### src/design/tmc_pkg.sv
/*
  shared constants, types and register map of the up-mode timer with
  compare channels.
  assumes a 16-bit register port with byte addresses, one word per register.
*/
package tmc_pkg;

  // register port
  localparam int unsigned ADDR_W   = 8;
  localparam int unsigned DATA_W   = 16;

  // register offsets
  localparam logic [7:0] CTRL_ADDR   = 8'h00;
  localparam logic [7:0] COUNT_ADDR  = 8'h04;
  localparam logic [7:0] STATUS_ADDR = 8'h08;
  localparam logic [7:0] MASK_ADDR   = 8'h0C;
  localparam logic [7:0] CH_VAL_BASE = 8'h10;
  localparam logic [7:0] CH_MOD_BASE = 8'h20;
  localparam logic [7:0] CH_STRIDE   = 8'h04;

  // control field layout, low bits first: mode, divider, source, clear
  localparam int unsigned CTRL_W       = 6;
  localparam int unsigned CTRL_CLR_BIT = 6;
  localparam int unsigned STAT_WRAP    = 0;
  localparam int unsigned STAT_CH0     = 1;
  localparam int unsigned CHM_CAP_BIT  = 0;

  // reset values
  localparam logic [15:0] COUNT_RST = 16'h0000;
  localparam logic [15:0] VALUE_RST = 16'h0000;

  // counting modes, gray along stop -> up -> continuous
  typedef enum logic [1:0] {
    TMC_STOP = 2'h0,
    TMC_UP   = 2'h1,
    TMC_CONT = 2'h3
  } tmc_mode_e;

  // clock sources
  localparam logic [1:0] SRC_INV_EXT = 2'h0;
  localparam logic [1:0] SRC_SUBSYS  = 2'h1;
  localparam logic [1:0] SRC_AUX     = 2'h2;
  localparam logic [1:0] SRC_EXT_TMR = 2'h3;

  typedef struct packed {
    logic [1:0] src;
    logic [1:0] input_divider_code;
    tmc_mode_e  mode;
  } tmc_ctrl_s;

  localparam tmc_ctrl_s CTRL_RST = '{src: 2'h0, input_divider_code: 2'h0,
                                     mode: TMC_STOP};

endpackage

### src/design/tmc_divider.sv
/*
  input divider: passes one of every 1, 2, 4 or 8 source edges as a tick.
  assumes edges are one-cycle pulses on the same clock as the divider.
*/
`timescale 1ns/1ns
module tmc_divider
  import tmc_pkg::*;
(
  // clock and reset
  input  wire logic       clock,
  input  wire logic       rst_n,
  // control
  input  wire logic       clear,
  input  wire logic [1:0] input_divider_code,
  // edges in, ticks out
  input  wire logic       src_edge,
  output logic            tick
);

  logic [2:0] div_cnt_r;
  logic [2:0] div_last;

  // last phase index: 0, 1, 3 or 7
  assign div_last = 3'((4'h1 << input_divider_code) - 4'h1);
  assign tick     = src_edge && (div_cnt_r == div_last);

  // a clear restarts the phase, so the first tick also waits the full count
  always_ff @(posedge clock or negedge rst_n) begin
    if (!rst_n) begin
      div_cnt_r <= 3'h0;
    end else if (clear || tick) begin
      div_cnt_r <= 3'h0;
    end else if (src_edge) begin
      div_cnt_r <= div_cnt_r + 3'h1;
    end
  end

endmodule

### src/design/tmc_channel.sv
/*
  one capture/compare channel: holds its value and mode, flags a match
  or a capture.
  assumes tick, count and count_nxt come from the counter on this clock.
*/
`timescale 1ns/1ns
module tmc_channel
  import tmc_pkg::*;
#(
  parameter int unsigned W = 16
)(
  // clock and reset
  input  wire logic         clock,
  input  wire logic         rst_n,
  // register writes
  input  wire logic         wr_value,
  input  wire logic         wr_mode,
  input  wire logic [W-1:0] wdata,
  input  wire logic         wdata_cap,
  // counter view
  input  wire logic         tick,
  input  wire logic [W-1:0] count,
  input  wire logic [W-1:0] count_nxt,
  input  wire logic         cap_edge,
  // state out
  output logic [W-1:0]      value,
  output logic              capture_mode,
  output logic              evt
);

  logic [W-1:0] cmp_target;

  // a value written in the tick cycle is already the one compared,
  // so a bump by one can never slip past the next increment
  assign cmp_target = wr_value ? wdata : value;

  always_ff @(posedge clock or negedge rst_n) begin
    if (!rst_n) begin
      value <= W'(VALUE_RST);
    end else if (wr_value) begin
      value <= wdata;
    end else if (capture_mode && cap_edge) begin
      value <= count;
    end
  end

  always_ff @(posedge clock or negedge rst_n) begin
    if (!rst_n) begin
      capture_mode <= 1'b0;
    end else if (wr_mode) begin
      capture_mode <= wdata_cap;
    end
  end

  always_ff @(posedge clock or negedge rst_n) begin
    if (!rst_n) begin
      evt <= 1'b0;
    end else begin
      evt <= (tick && !capture_mode && count_nxt == cmp_target) ||
             (capture_mode && cap_edge);
    end
  end
endmodule

### src/design/tmc_timer.sv
/*
  up-mode timer with compare channels: source select, input divider,
  running count, period wrap, sticky flags, mask and interrupt.
  assumes clock pins are asynchronous and much slower than clock, and a
  register master that never holds two strobes at once.
*/
// What this block does
// - a compare-mode channel flags when the count becomes its compare value
// - a compare value raised by one still matches on the next increment
// - count advances on pin edges of one of four selectable sources: falling for the inverted one, rising for the rest
// - reset or a write of the clear bit zeroes the running count
// - every increment, the first after a clear too, obeys the divider
// - in up mode the wrap flag sets only on period value to zero
// - restarting after a clear at the period value sets no wrap flag
// - software switches each channel between capture and compare mode
`timescale 1ns/1ns
module tmc_timer
  import tmc_pkg::*;
#(
  parameter int unsigned W  = 16,
  parameter int unsigned CH = 3
)(
  // clock and reset
  input  wire logic              clock,
  input  wire logic              rstn,
  // register port
  input  wire logic [ADDR_W-1:0] addr,
  input  wire logic [DATA_W-1:0] wdata,
  input  wire logic              wr,
  input  wire logic              rd,
  output logic [DATA_W-1:0]      rdata,
  // clock source pins
  input  wire logic              inverted_external_clock,
  input  wire logic              subsystem_clock,
  input  wire logic              aux_clock,
  input  wire logic              external_timer_clock,
  // capture inputs
  input  wire logic [CH-1:0]     cap_in,
  // interrupt
  output logic                   irq
);

  localparam int unsigned SW = CH + 1;
  localparam int unsigned NP = 4 + CH;

  logic            rst_s1_r;
  logic            rst_n;
  logic [NP-1:0]   pin_s1_r;
  logic [NP-1:0]   pin_s2_r;
  logic [NP-1:0]   pin_s3_r;
  logic [NP-1:0]   pin_rise;
  logic            src_edge;
  logic            run;
  logic            tick;
  logic            tick_ok;
  tmc_ctrl_s       ctrl_r;
  logic            clear_req;
  logic [W-1:0]    running_count_r;
  logic [W-1:0]    count_nxt;
  logic            wrap_c;
  logic            wrap_evt;
  logic [W-1:0]    period_compare_value;
  logic [W-1:0]    ch_value [CH];
  logic [CH-1:0]   ch_cap;
  logic [CH-1:0]   ch_evt;
  logic [CH-1:0]   ch_wr_val;
  logic [CH-1:0]   ch_wr_mod;
  logic [SW-1:0]   status_r;
  logic [SW-1:0]   status_nxt;
  logic [SW-1:0]   mask_r;
  logic [SW-1:0]   mask_nxt;
  logic [SW-1:0]   events;
  logic            rd_status;
  logic [DATA_W-1:0] rdata_nxt;

  // reset release through two flops
  always_ff @(posedge clock or negedge rstn) begin
    if (!rstn) begin
      rst_s1_r <= 1'b0;
      rst_n    <= 1'b0;
    end else begin
      rst_s1_r <= 1'b1;
      rst_n    <= rst_s1_r;
    end
  end

  // pin synchronisers; edges are taken only from the second stage on
  // the inverted pin idles low, so its stages reset high: no false edge
  always_ff @(posedge clock or negedge rst_n) begin
    if (!rst_n) begin
      pin_s1_r <= NP'(1);
      pin_s2_r <= NP'(1);
      pin_s3_r <= NP'(1);
    end else begin
      pin_s1_r <= {cap_in, external_timer_clock, aux_clock,
                   subsystem_clock, ~inverted_external_clock};
      pin_s2_r <= pin_s1_r;
      pin_s3_r <= pin_s2_r;
    end
  end

  assign pin_rise = pin_s2_r & ~pin_s3_r;

  // source select; the inverted input counts on its falling pin edge
  always_comb begin
    unique case (ctrl_r.src)
      SRC_INV_EXT: src_edge = pin_rise[0];
      SRC_SUBSYS:  src_edge = pin_rise[1];
      SRC_AUX:     src_edge = pin_rise[2];
      SRC_EXT_TMR: src_edge = pin_rise[3];
    endcase
  end

  // control register
  assign clear_req = wr && addr == CTRL_ADDR && wdata[CTRL_CLR_BIT];

  always_ff @(posedge clock or negedge rst_n) begin
    if (!rst_n) begin
      ctrl_r <= CTRL_RST;
    end else if (wr && addr == CTRL_ADDR) begin
      ctrl_r <= tmc_ctrl_s'(wdata[CTRL_W-1:0]);
    end
  end

  assign run = (ctrl_r.mode == TMC_UP) || (ctrl_r.mode == TMC_CONT);

  // divider only sees edges while running, so stopping keeps the phase
  tmc_divider u_div (
    .clock              (clock),
    .rst_n              (rst_n),
    .clear              (clear_req),
    .input_divider_code (ctrl_r.input_divider_code),
    .src_edge           (src_edge && run),
    .tick               (tick)
  );

  assign tick_ok = tick && run && !clear_req;

  // next count and wrap condition per mode
  always_comb begin
    count_nxt = running_count_r;
    wrap_c    = 1'b0;
    unique case (ctrl_r.mode)
      TMC_STOP: begin
        count_nxt = running_count_r;
      end
      TMC_UP: begin
        wrap_c    = running_count_r == period_compare_value;
        count_nxt = wrap_c ? '0 : W'(running_count_r + W'(1));
      end
      TMC_CONT: begin
        wrap_c    = &running_count_r;
        count_nxt = W'(running_count_r + W'(1));
      end
      default: begin
        count_nxt = running_count_r;
      end
    endcase
  end

  // wrap comes only from counting; a clear never produces it
  assign wrap_evt = tick_ok && wrap_c;

  always_ff @(posedge clock or negedge rst_n) begin
    if (!rst_n) begin
      running_count_r <= W'(COUNT_RST);
    end else if (clear_req) begin
      running_count_r <= W'(COUNT_RST);
    end else if (tick_ok) begin
      running_count_r <= count_nxt;
    end
  end

  // channels; channel zero sets the up-mode period
  genvar gi;
  generate
    for (gi = 0; gi < CH; gi++) begin : g_ch
      assign ch_wr_val[gi] = wr &&
        addr == 8'(CH_VAL_BASE + 8'(gi) * CH_STRIDE);
      assign ch_wr_mod[gi] = wr &&
        addr == 8'(CH_MOD_BASE + 8'(gi) * CH_STRIDE);
      tmc_channel #(.W(W)) u_ch (
        .clock        (clock),
        .rst_n        (rst_n),
        .wr_value     (ch_wr_val[gi]),
        .wr_mode      (ch_wr_mod[gi]),
        .wdata        (wdata[W-1:0]),
        .wdata_cap    (wdata[CHM_CAP_BIT]),
        .tick         (tick_ok),
        .count        (running_count_r),
        .count_nxt    (count_nxt),
        .cap_edge     (pin_rise[4+gi]),
        .value        (ch_value[gi]),
        .capture_mode (ch_cap[gi]),
        .evt          (ch_evt[gi])
      );
    end
  endgenerate

  assign period_compare_value = ch_value[0];

  // sticky flags: a read clears, an event in the same cycle still sets
  assign events    = {ch_evt, wrap_evt};
  assign rd_status = rd && addr == STATUS_ADDR;
  assign status_nxt = (rd_status ? '0 : status_r) | events;
  assign mask_nxt  = (wr && addr == MASK_ADDR) ? wdata[SW-1:0] : mask_r;

  always_ff @(posedge clock or negedge rst_n) begin
    if (!rst_n) begin
      status_r <= '0;
    end else begin
      status_r <= status_nxt;
    end
  end

  always_ff @(posedge clock or negedge rst_n) begin
    if (!rst_n) begin
      mask_r <= '0;
    end else begin
      mask_r <= mask_nxt;
    end
  end

  // irq built from next values so it tracks the flags with no lag
  always_ff @(posedge clock or negedge rst_n) begin
    if (!rst_n) begin
      irq <= 1'b0;
    end else begin
      irq <= |(status_nxt & mask_nxt);
    end
  end

  // read mux; unmapped addresses read zero
  always_comb begin
    rdata_nxt = '0;
    unique case (addr)
      CTRL_ADDR:   rdata_nxt = DATA_W'(ctrl_r);
      COUNT_ADDR:  rdata_nxt = DATA_W'(running_count_r);
      STATUS_ADDR: rdata_nxt = DATA_W'(status_r);
      MASK_ADDR:   rdata_nxt = DATA_W'(mask_r);
      default: begin
        for (int i = 0; i < CH; i++) begin
          if (addr == 8'(CH_VAL_BASE + 8'(i) * CH_STRIDE)) begin
            rdata_nxt = DATA_W'(ch_value[i]);
          end
          if (addr == 8'(CH_MOD_BASE + 8'(i) * CH_STRIDE)) begin
            rdata_nxt = DATA_W'(ch_cap[i]);
          end
        end
      end
    endcase
  end

  always_ff @(posedge clock or negedge rst_n) begin
    if (!rst_n) begin
      rdata <= '0;
    end else if (rd) begin
      rdata <= rdata_nxt;
    end else begin
      rdata <= '0;
    end
  end

  // helper: source edges seen since the last clear or tick
  logic [3:0] hlp_edges_r;
  always_ff @(posedge clock or negedge rst_n) begin
    if (!rst_n) begin
      hlp_edges_r <= 4'h0;
    end else if (clear_req || tick) begin
      hlp_edges_r <= 4'h0;
    end else if (src_edge && run) begin
      hlp_edges_r <= hlp_edges_r + 4'h1;
    end
  end
endmodule

### config.mk
export PLATFORM = sky130hd
export DESIGN_NAME = tmc_timer
export DESIGN_NICKNAME = d
export VERILOG_FILES = /design/src/design/tmc_pkg.sv /design/src/design/tmc_divider.sv /design/src/design/tmc_channel.sv /design/src/design/tmc_timer.sv
export SDC_FILE = /design/constraint.sdc
export NUM_CORES = 1
export LEC_CHECK = 0
export ABC_AREA = 1
export BUFFER_PORTS_ARGS = -buffer_cell sky130_fd_sc_hd__buf_2
export CORE_ASPECT_RATIO = 0.6
export CORE_MARGIN = 8
export CORE_UTILIZATION = 45
export CTS_CLUSTER_DIAMETER = 120
export CTS_CLUSTER_SIZE = 28
export DETAILED_ROUTE_END_ITERATION = 16
export HOLD_SLACK_MARGIN = 0.06
export PLACE_DENSITY_LB_ADDON = 0.15
export SYNTH_ARGS = -nofsm -noshare
export SYNTH_HDL_FRONTEND = slang
export SYNTH_SLANG_ARGS = --single-unit
export TNS_END_PERCENT = 1
### constraint.sdc
create_clock -name clock -period 6.42 [get_ports clock]
set_input_delay 0.642 -clock clock [delete_from_list [all_inputs] [get_ports clock]]
set_output_delay 0.642 -clock clock [all_outputs]
set_load 0.02 [all_outputs]
Yosys cells after proc, flatten, opt, wreduce, memory -nomap -nowiden
Index checks and enable logic that the tools add are counted.
{"block": "totals", "reg_bits": 127, "inputBits": 35, "elab_cells": 120}
{"block": "op_classes", "addsub": 3, "eq_ne": 19, "n_shift": 1, "mux": 27, "n_bitwise": 5, "reduce_logical": 42}
{"cell": "$mux 16", "n": 19}
{"cell": "$eq 16x16->1", "n": 4}
{"cell": "$pmux 16 s4", "n": 1}
{"cell": "$pmux 16 s2", "n": 1}
{"cell": "$eq 8x5->1 const B", "n": 3}
{"cell": "$eq 8x6->1 const B", "n": 3}
{"cell": "$logic_and 1x1->1", "n": 24}
{"cell": "$add 16x1->16 const B", "n": 1}
{"cell": "$eq 8x4->1 const B", "n": 2}
{"cell": "$reduce_and 16->1", "n": 1}
{"cell": "$reduce_bool 2->1", "n": 5}
{"cell": "$eq 8x3->1 const B", "n": 1}
{"cell": "$logic_not 8->1", "n": 1}
{"cell": "$mux 4", "n": 2}
{"cell": "$and 7x7->7", "n": 1}
{"cell": "$not 7->7", "n": 1}
{"cell": "$eq 2x2->1 const B", "n": 3}
{"cell": "$mux 3", "n": 2}
{"cell": "$logic_or 1x1->1", "n": 5}
{"cell": "$and 4x4->4", "n": 1}
{"cell": "$eq 2x1->1 const B", "n": 2}
{"cell": "$logic_not 1->1", "n": 4}
{"cell": "$or 4x4->4", "n": 1}
{"cell": "$pmux 1 s4", "n": 1}
{"cell": "8 further kinds", "n": 8}

Logic depth before layout (Yosys ltp)
{"block": "logic_depth", "word_depth": 11, "mapped_depth": 17}

Hierarchy
A second synthesis with hierarchy kept.
{"block": "hier_totals", "cells_unflattened": 1202, "area_unflattened_um2": 8207.9}
{"mod": "tmc_timer", "instances": 1, "cells_each": 573, "area_per_inst_um2": 4146.5}
{"mod": "tmc_channel", "instances": 3, "cells_each": 198, "area_per_inst_um2": 1278.7}
{"mod": "tmc_divider", "instances": 1, "cells_each": 35, "area_per_inst_um2": 225.2}

Worst setup path before layout
OpenSTA, ideal clock, no wires.
{"block": "synth_timing", "kind": "input-to-reg", "start": "input port addr[7]", "end": "register g_ch[2].u_ch.evt", "setup_time_ns": 0.117, "t_arrival_ns": 1.905, "path_slack_ns": 4.398, "cell_stages": 13, "path_buffers": 1, "cell_sequence": "nor2_1 -> nand3_1 -> nor2_1 -> nand3_1 -> nand3_1 -> buf_2 -> nor2_1 -> o21ai_0 -> nor2_1 -> nand2_1 -> nor2_1 -> nand3_1 -> nand2_1"}
{"block": "synth_via", "elab_chain_len": 8}
{"element": "from (decl)", "line": "tmc_timer.sv:27", "source": "input wire logic [ADDR_W-1:0] addr,"}
{"element": "parallel branches: the longest is 6 deep, another holds $mux 16"}
{"element": "$logic_and 1x1->1 *", "line": "tmc_channel.sv:59", "source": "evt <= (tick && !capture_mode && count_nxt == cmp_target) ||"}
{"element": "$logic_or 1x1->1 *", "line": "tmc_channel.sv:59"}
{"element": "to (signal assigned)", "line": "tmc_channel.sv:59"}
{"element": "to (decl)", "line": "tmc_channel.sv:28", "source": "output logic evt"}
Every way passes the cells marked *.
A chain may end at the register's enable or synchronous reset.

Final worst setup path
{"block": "layout_timing", "start": "register ctrl_r[0] (netlist bit)", "end": "register g_ch[1].u_ch.evt"}
{"block": "layout_via", "elab_chain_len": 9}
{"element": "from (decl)", "line": "tmc_timer.sv:56", "source": "tmc_ctrl_s ctrl_r;"}
{"element": "from (signal assigned)", "line": "tmc_timer.sv:121", "source": "ctrl_r <= tmc_ctrl_s'(wdata[CTRL_W-1:0]);"}
{"element": "parallel branches: the longest is 7 deep, another holds $pmux 16 s2"}
{"element": "$logic_and 1x1->1 *", "line": "tmc_channel.sv:59"}
{"element": "$logic_or 1x1->1 *", "line": "tmc_channel.sv:59"}
{"element": "to (signal assigned)", "line": "tmc_channel.sv:59"}
{"element": "to (decl)", "line": "tmc_channel.sv:28"}
Marks and branches as above.

==> reports/qor.yml <==
chipHeight_um: 120
drc_errors: 0
postSynthAreaPerCell_um2: 7.09
nNetsFinal: 1214
busiest_layer: "met1"
finalPower_mw: 2.14
arrival_ns: 3.30
via_per_inst: 5.67
antenna_left: 0
via_count: 8104
r2r_cells: 15
yosysMostFrequentCell: "nand2_1"
critPathMaxFanout: 11
cts_resized: 0
use_met1_pct: 45.0
synth_cell_types: 46
hold_depth: 1
synth_edf_count: 0
clk_pin_slew_worst_paths_ns: 0.06
crit_top_cell: "nand2_1"
ios: 52
coreArea_um2: 17900
die_w_um: 190
cts_tree: "done"
drt_first_pass_iters: 5
synthesis.nets: 1187
clk_path_buf_depth: 2
ys_seq_elements: 127
worstReg2RegEnd: "g_ch[1].u_ch.evt$_DFF_PN0_"
cts_root_buf: "clkbuf_16"
fmax_mhz: 335
grt_first_pass_wirelength_mm: 46.8
drive_above_1_share_pct: 13.2
critPathCaptureType: "register"
syn_to_final_growth_pct: 11.6
path_class: "reg2reg"
drtIter0Drc: 1050
overflow: 0
status: "finished clean"
portBuffers: 51
wl_mm: 30.5
grt_setup_unrepaired: "no"
insertedDiodeCount: 0
dpl.hpwl_mm: 23.2
netlist_top_cells_area: "dfrtp_1, nand2_1, nand3_1"
finalSetupViolCount: 0
crit_chain: "inv_1 -> nor2_1 -> nand2_1 -> nor2_1 -> nand2_1 -> nor2_1 -> nand3_2 -> nand2_1 -> nand2_1 -> nand2_1 -> nor2_1 -> nand2_1 -> nor2_1 -> nand3_1 -> nand2_1"
fin_skew_ns: 0.00888
met2_usage_pct: 32.2
final_max_slew_viol_count: 0
die_area_um2: 22800
synth_commonest_cells: "nand2_1, inv_1, dfrtp_1"
synth_flop_cell: "dfrtp_1"
fin_tns_setup_ns: 0
crit_path_start_kind: "register"
rows: 38
clk_latency_ns: 0.44
synth_seq_area_share_pct: 39.1
netlist_area_um2: 8150
grt_start_max_net_pins: 79
cpMaxStageDelayCell: "dfrtp_1"
h-tree-depth: 4
cp-startpoint: "ctrl_r[0]$_DFFE_PN0P_"
cts_inserted_buffers: 17
tightest_slew_ns: 1.07
ir_worst_vdd_uv: 185
finalHoldViolCount: 0
synth_top_area_share_pct: 38.1
grt_pass1_vias: 7388
hp-class: "in2reg"
netlist_instances: 1150
initial_utilization_pct: 45.5
clkSinkCount: 127
antenna_found_initial: 1
critPathMaxStageDelay_ns: 0.76
synth_top_area_cell: "dfrtp_1"
min_from: "cap_in[0]"
min_to: "pin_s1_r[4]$_DFF_PN0_"
yosys_warnings: 0
drv_cap: 0
slew-limit-headroom_pct: 28.5
finalCritPeriodShare_pct: 46.5
async_flop_share_pct: 100
routedWlPerCell_um: 21.4
min_period_ns: 2.98
r2r_setup_slack_ns: 3.44
critPathRequiredTime_ns: 6.73
r2r_start: "ctrl_r[0]$_DFFE_PN0P_"
use_met3_pct: 8.74
p_leak_nw: 4.68
gp_congestion: 0.972
power-per-cell-area_nw_per_um2: 235
grt_usage_pct: 27.3
[kinds of logic (layout without fill, tap and decap cells)]
| logic type | count (synthesis) | in the layout | share of synthesized area (%) |
|---|---|---|---|
| simple gates | 580 | 580 | 31.0 |
| buf+inv | 216 | 256 | 11.5 |
| compound gates | 208 | 208 | 16.2 |
| flops | 127 | 127 | 39.1 |
| xor+xnor | 15 | 15 | 1.70 |
| fa+ha+maj | 2 | 2 | 0.307 |
| other cells | 1 | 1 | 0.0460 |
| mux | 1 | 1 | 0.138 |
[power breakdown]
part | leakage (nW) | total (mW) | internal, mW | switching, mW
Sequential | 1.68 | 0.870 | 0.836 | 0.0339
Clock | 0.293 | 1.06 | 0.655 | 0.402
Combinational | 2.70 | 0.211 | 0.0675 | 0.144
Total | 4.68 | 2.14 | 1.56 | 0.579
[cells in the final DEF, fill, tap and decap left out, types with 3 or more instances in the layout]
cell | netlist | layout
nand3_1 | 110 | 110
dfstp_2 | 3 | 3
o21ai_0 | 54 | 54
nor3_1 | 20 | 20
o22ai_1 | 25 | 25
bufinv_16 | 0 | 4
nand3b_1 | 4 | 4
a21oi_1 | 40 | 40
clkinvlp_4 | 0 | 5
nand4_1 | 12 | 12
inv_6 | 0 | 4
o21ai_2 | 20 | 20
nand2_2 | 7 | 7
xor2_1 | 12 | 12
clkinv_4 | 1 | 3
buf_2 | 16 | 51
nand3_2 | 3 | 3
inv_1 | 145 | 145
clkbuf_16 | 0 | 17
buf_4 | 9 | 7
o211ai_1 | 37 | 37
o21bai_1 | 4 | 4
o21ai_1 | 8 | 8
o221ai_1 | 15 | 15
nor2_1 | 98 | 98
nor2_4 | 5 | 5
nand2_1 | 311 | 311
dfrtp_1 | 124 | 123
inv_2 | 16 | 16
[timing repair]
item                      4_1_cts  5_1_grt
setup buffers                   0        0
hold buffers                    1        0
hold endpoints to repair        2        0
[cell type report]
type / count / area (um2)
fill: 1790 / 8830
multi-input combinational: 807 / 4030
sequential: 127 / 3190
inverter: 165 / 626
clock buffer: 17 / 425
timing repair buffer: 59 / 318
tap: 240 / 300
clock inverter: 15 / 210
[routing by layer]
layer / routed length, um / vias up / share of wire (%)
met5: 11 / - / 0.036
met4: 352 / 2 / 1.2
met3: 4400 / 26 / 14
met2: 10700 / 478 / 35
met1: 15100 / 3784 / 49
li1: - / 3814 / -
[state kept, by name, summed over array words and instances, names as in the netlist, 4 cells and up]
signal,flops
pin_s3_r,7
mask_r,4
ctrl_r,6
rdata,16
running_count_r,16
status_r,4
g_ch.u_ch.value,48
pin_s1_r,7
pin_s2_r,7
[per-stage QoR]
stage          instances  worst slack [ns]  util, %  area [um2]  hold slack [ns]
3_5_place_dp        1397              3.45     47.1        8450            0.335
3_3_place_gp        1397              3.48     47.1        8450            0.333
6_report            1430              3.44     50.7        9090            0.308
5_1_grt             1430              3.38     50.7        9090            0.286
4_1_cts             1430              3.63     50.7        9090            0.296
2_1_floorplan       1150              2.63        -        8150            0.331
[worst max path at each step]
| stage | to | slack, ns |
|---|---|---|
| after floorplan | ctrl_r[0]$_DFFE_PN0P_ | 2.63 |
| after detailed placement | g_ch[0].u_ch.evt$_DFF_PN0_ | 3.45 |
| final | g_ch[1].u_ch.evt$_DFF_PN0_ | 3.44 |
| after global routing | g_ch[1].u_ch.evt$_DFF_PN0_ | 3.38 |
| after global placement | g_ch[1].u_ch.evt$_DFF_PN0_ | 3.48 |
| after CTS | g_ch[1].u_ch.evt$_DFF_PN0_ | 3.63 |
[worst max-delay path, delay by kind of cell (launching register included)]
family / cells / cell delay [ns]
buf+inv: 1 / 0.31
flops: 1 / 0.76
simple gates: 14 / 1.77
Power figures use the tool's default switching activity.
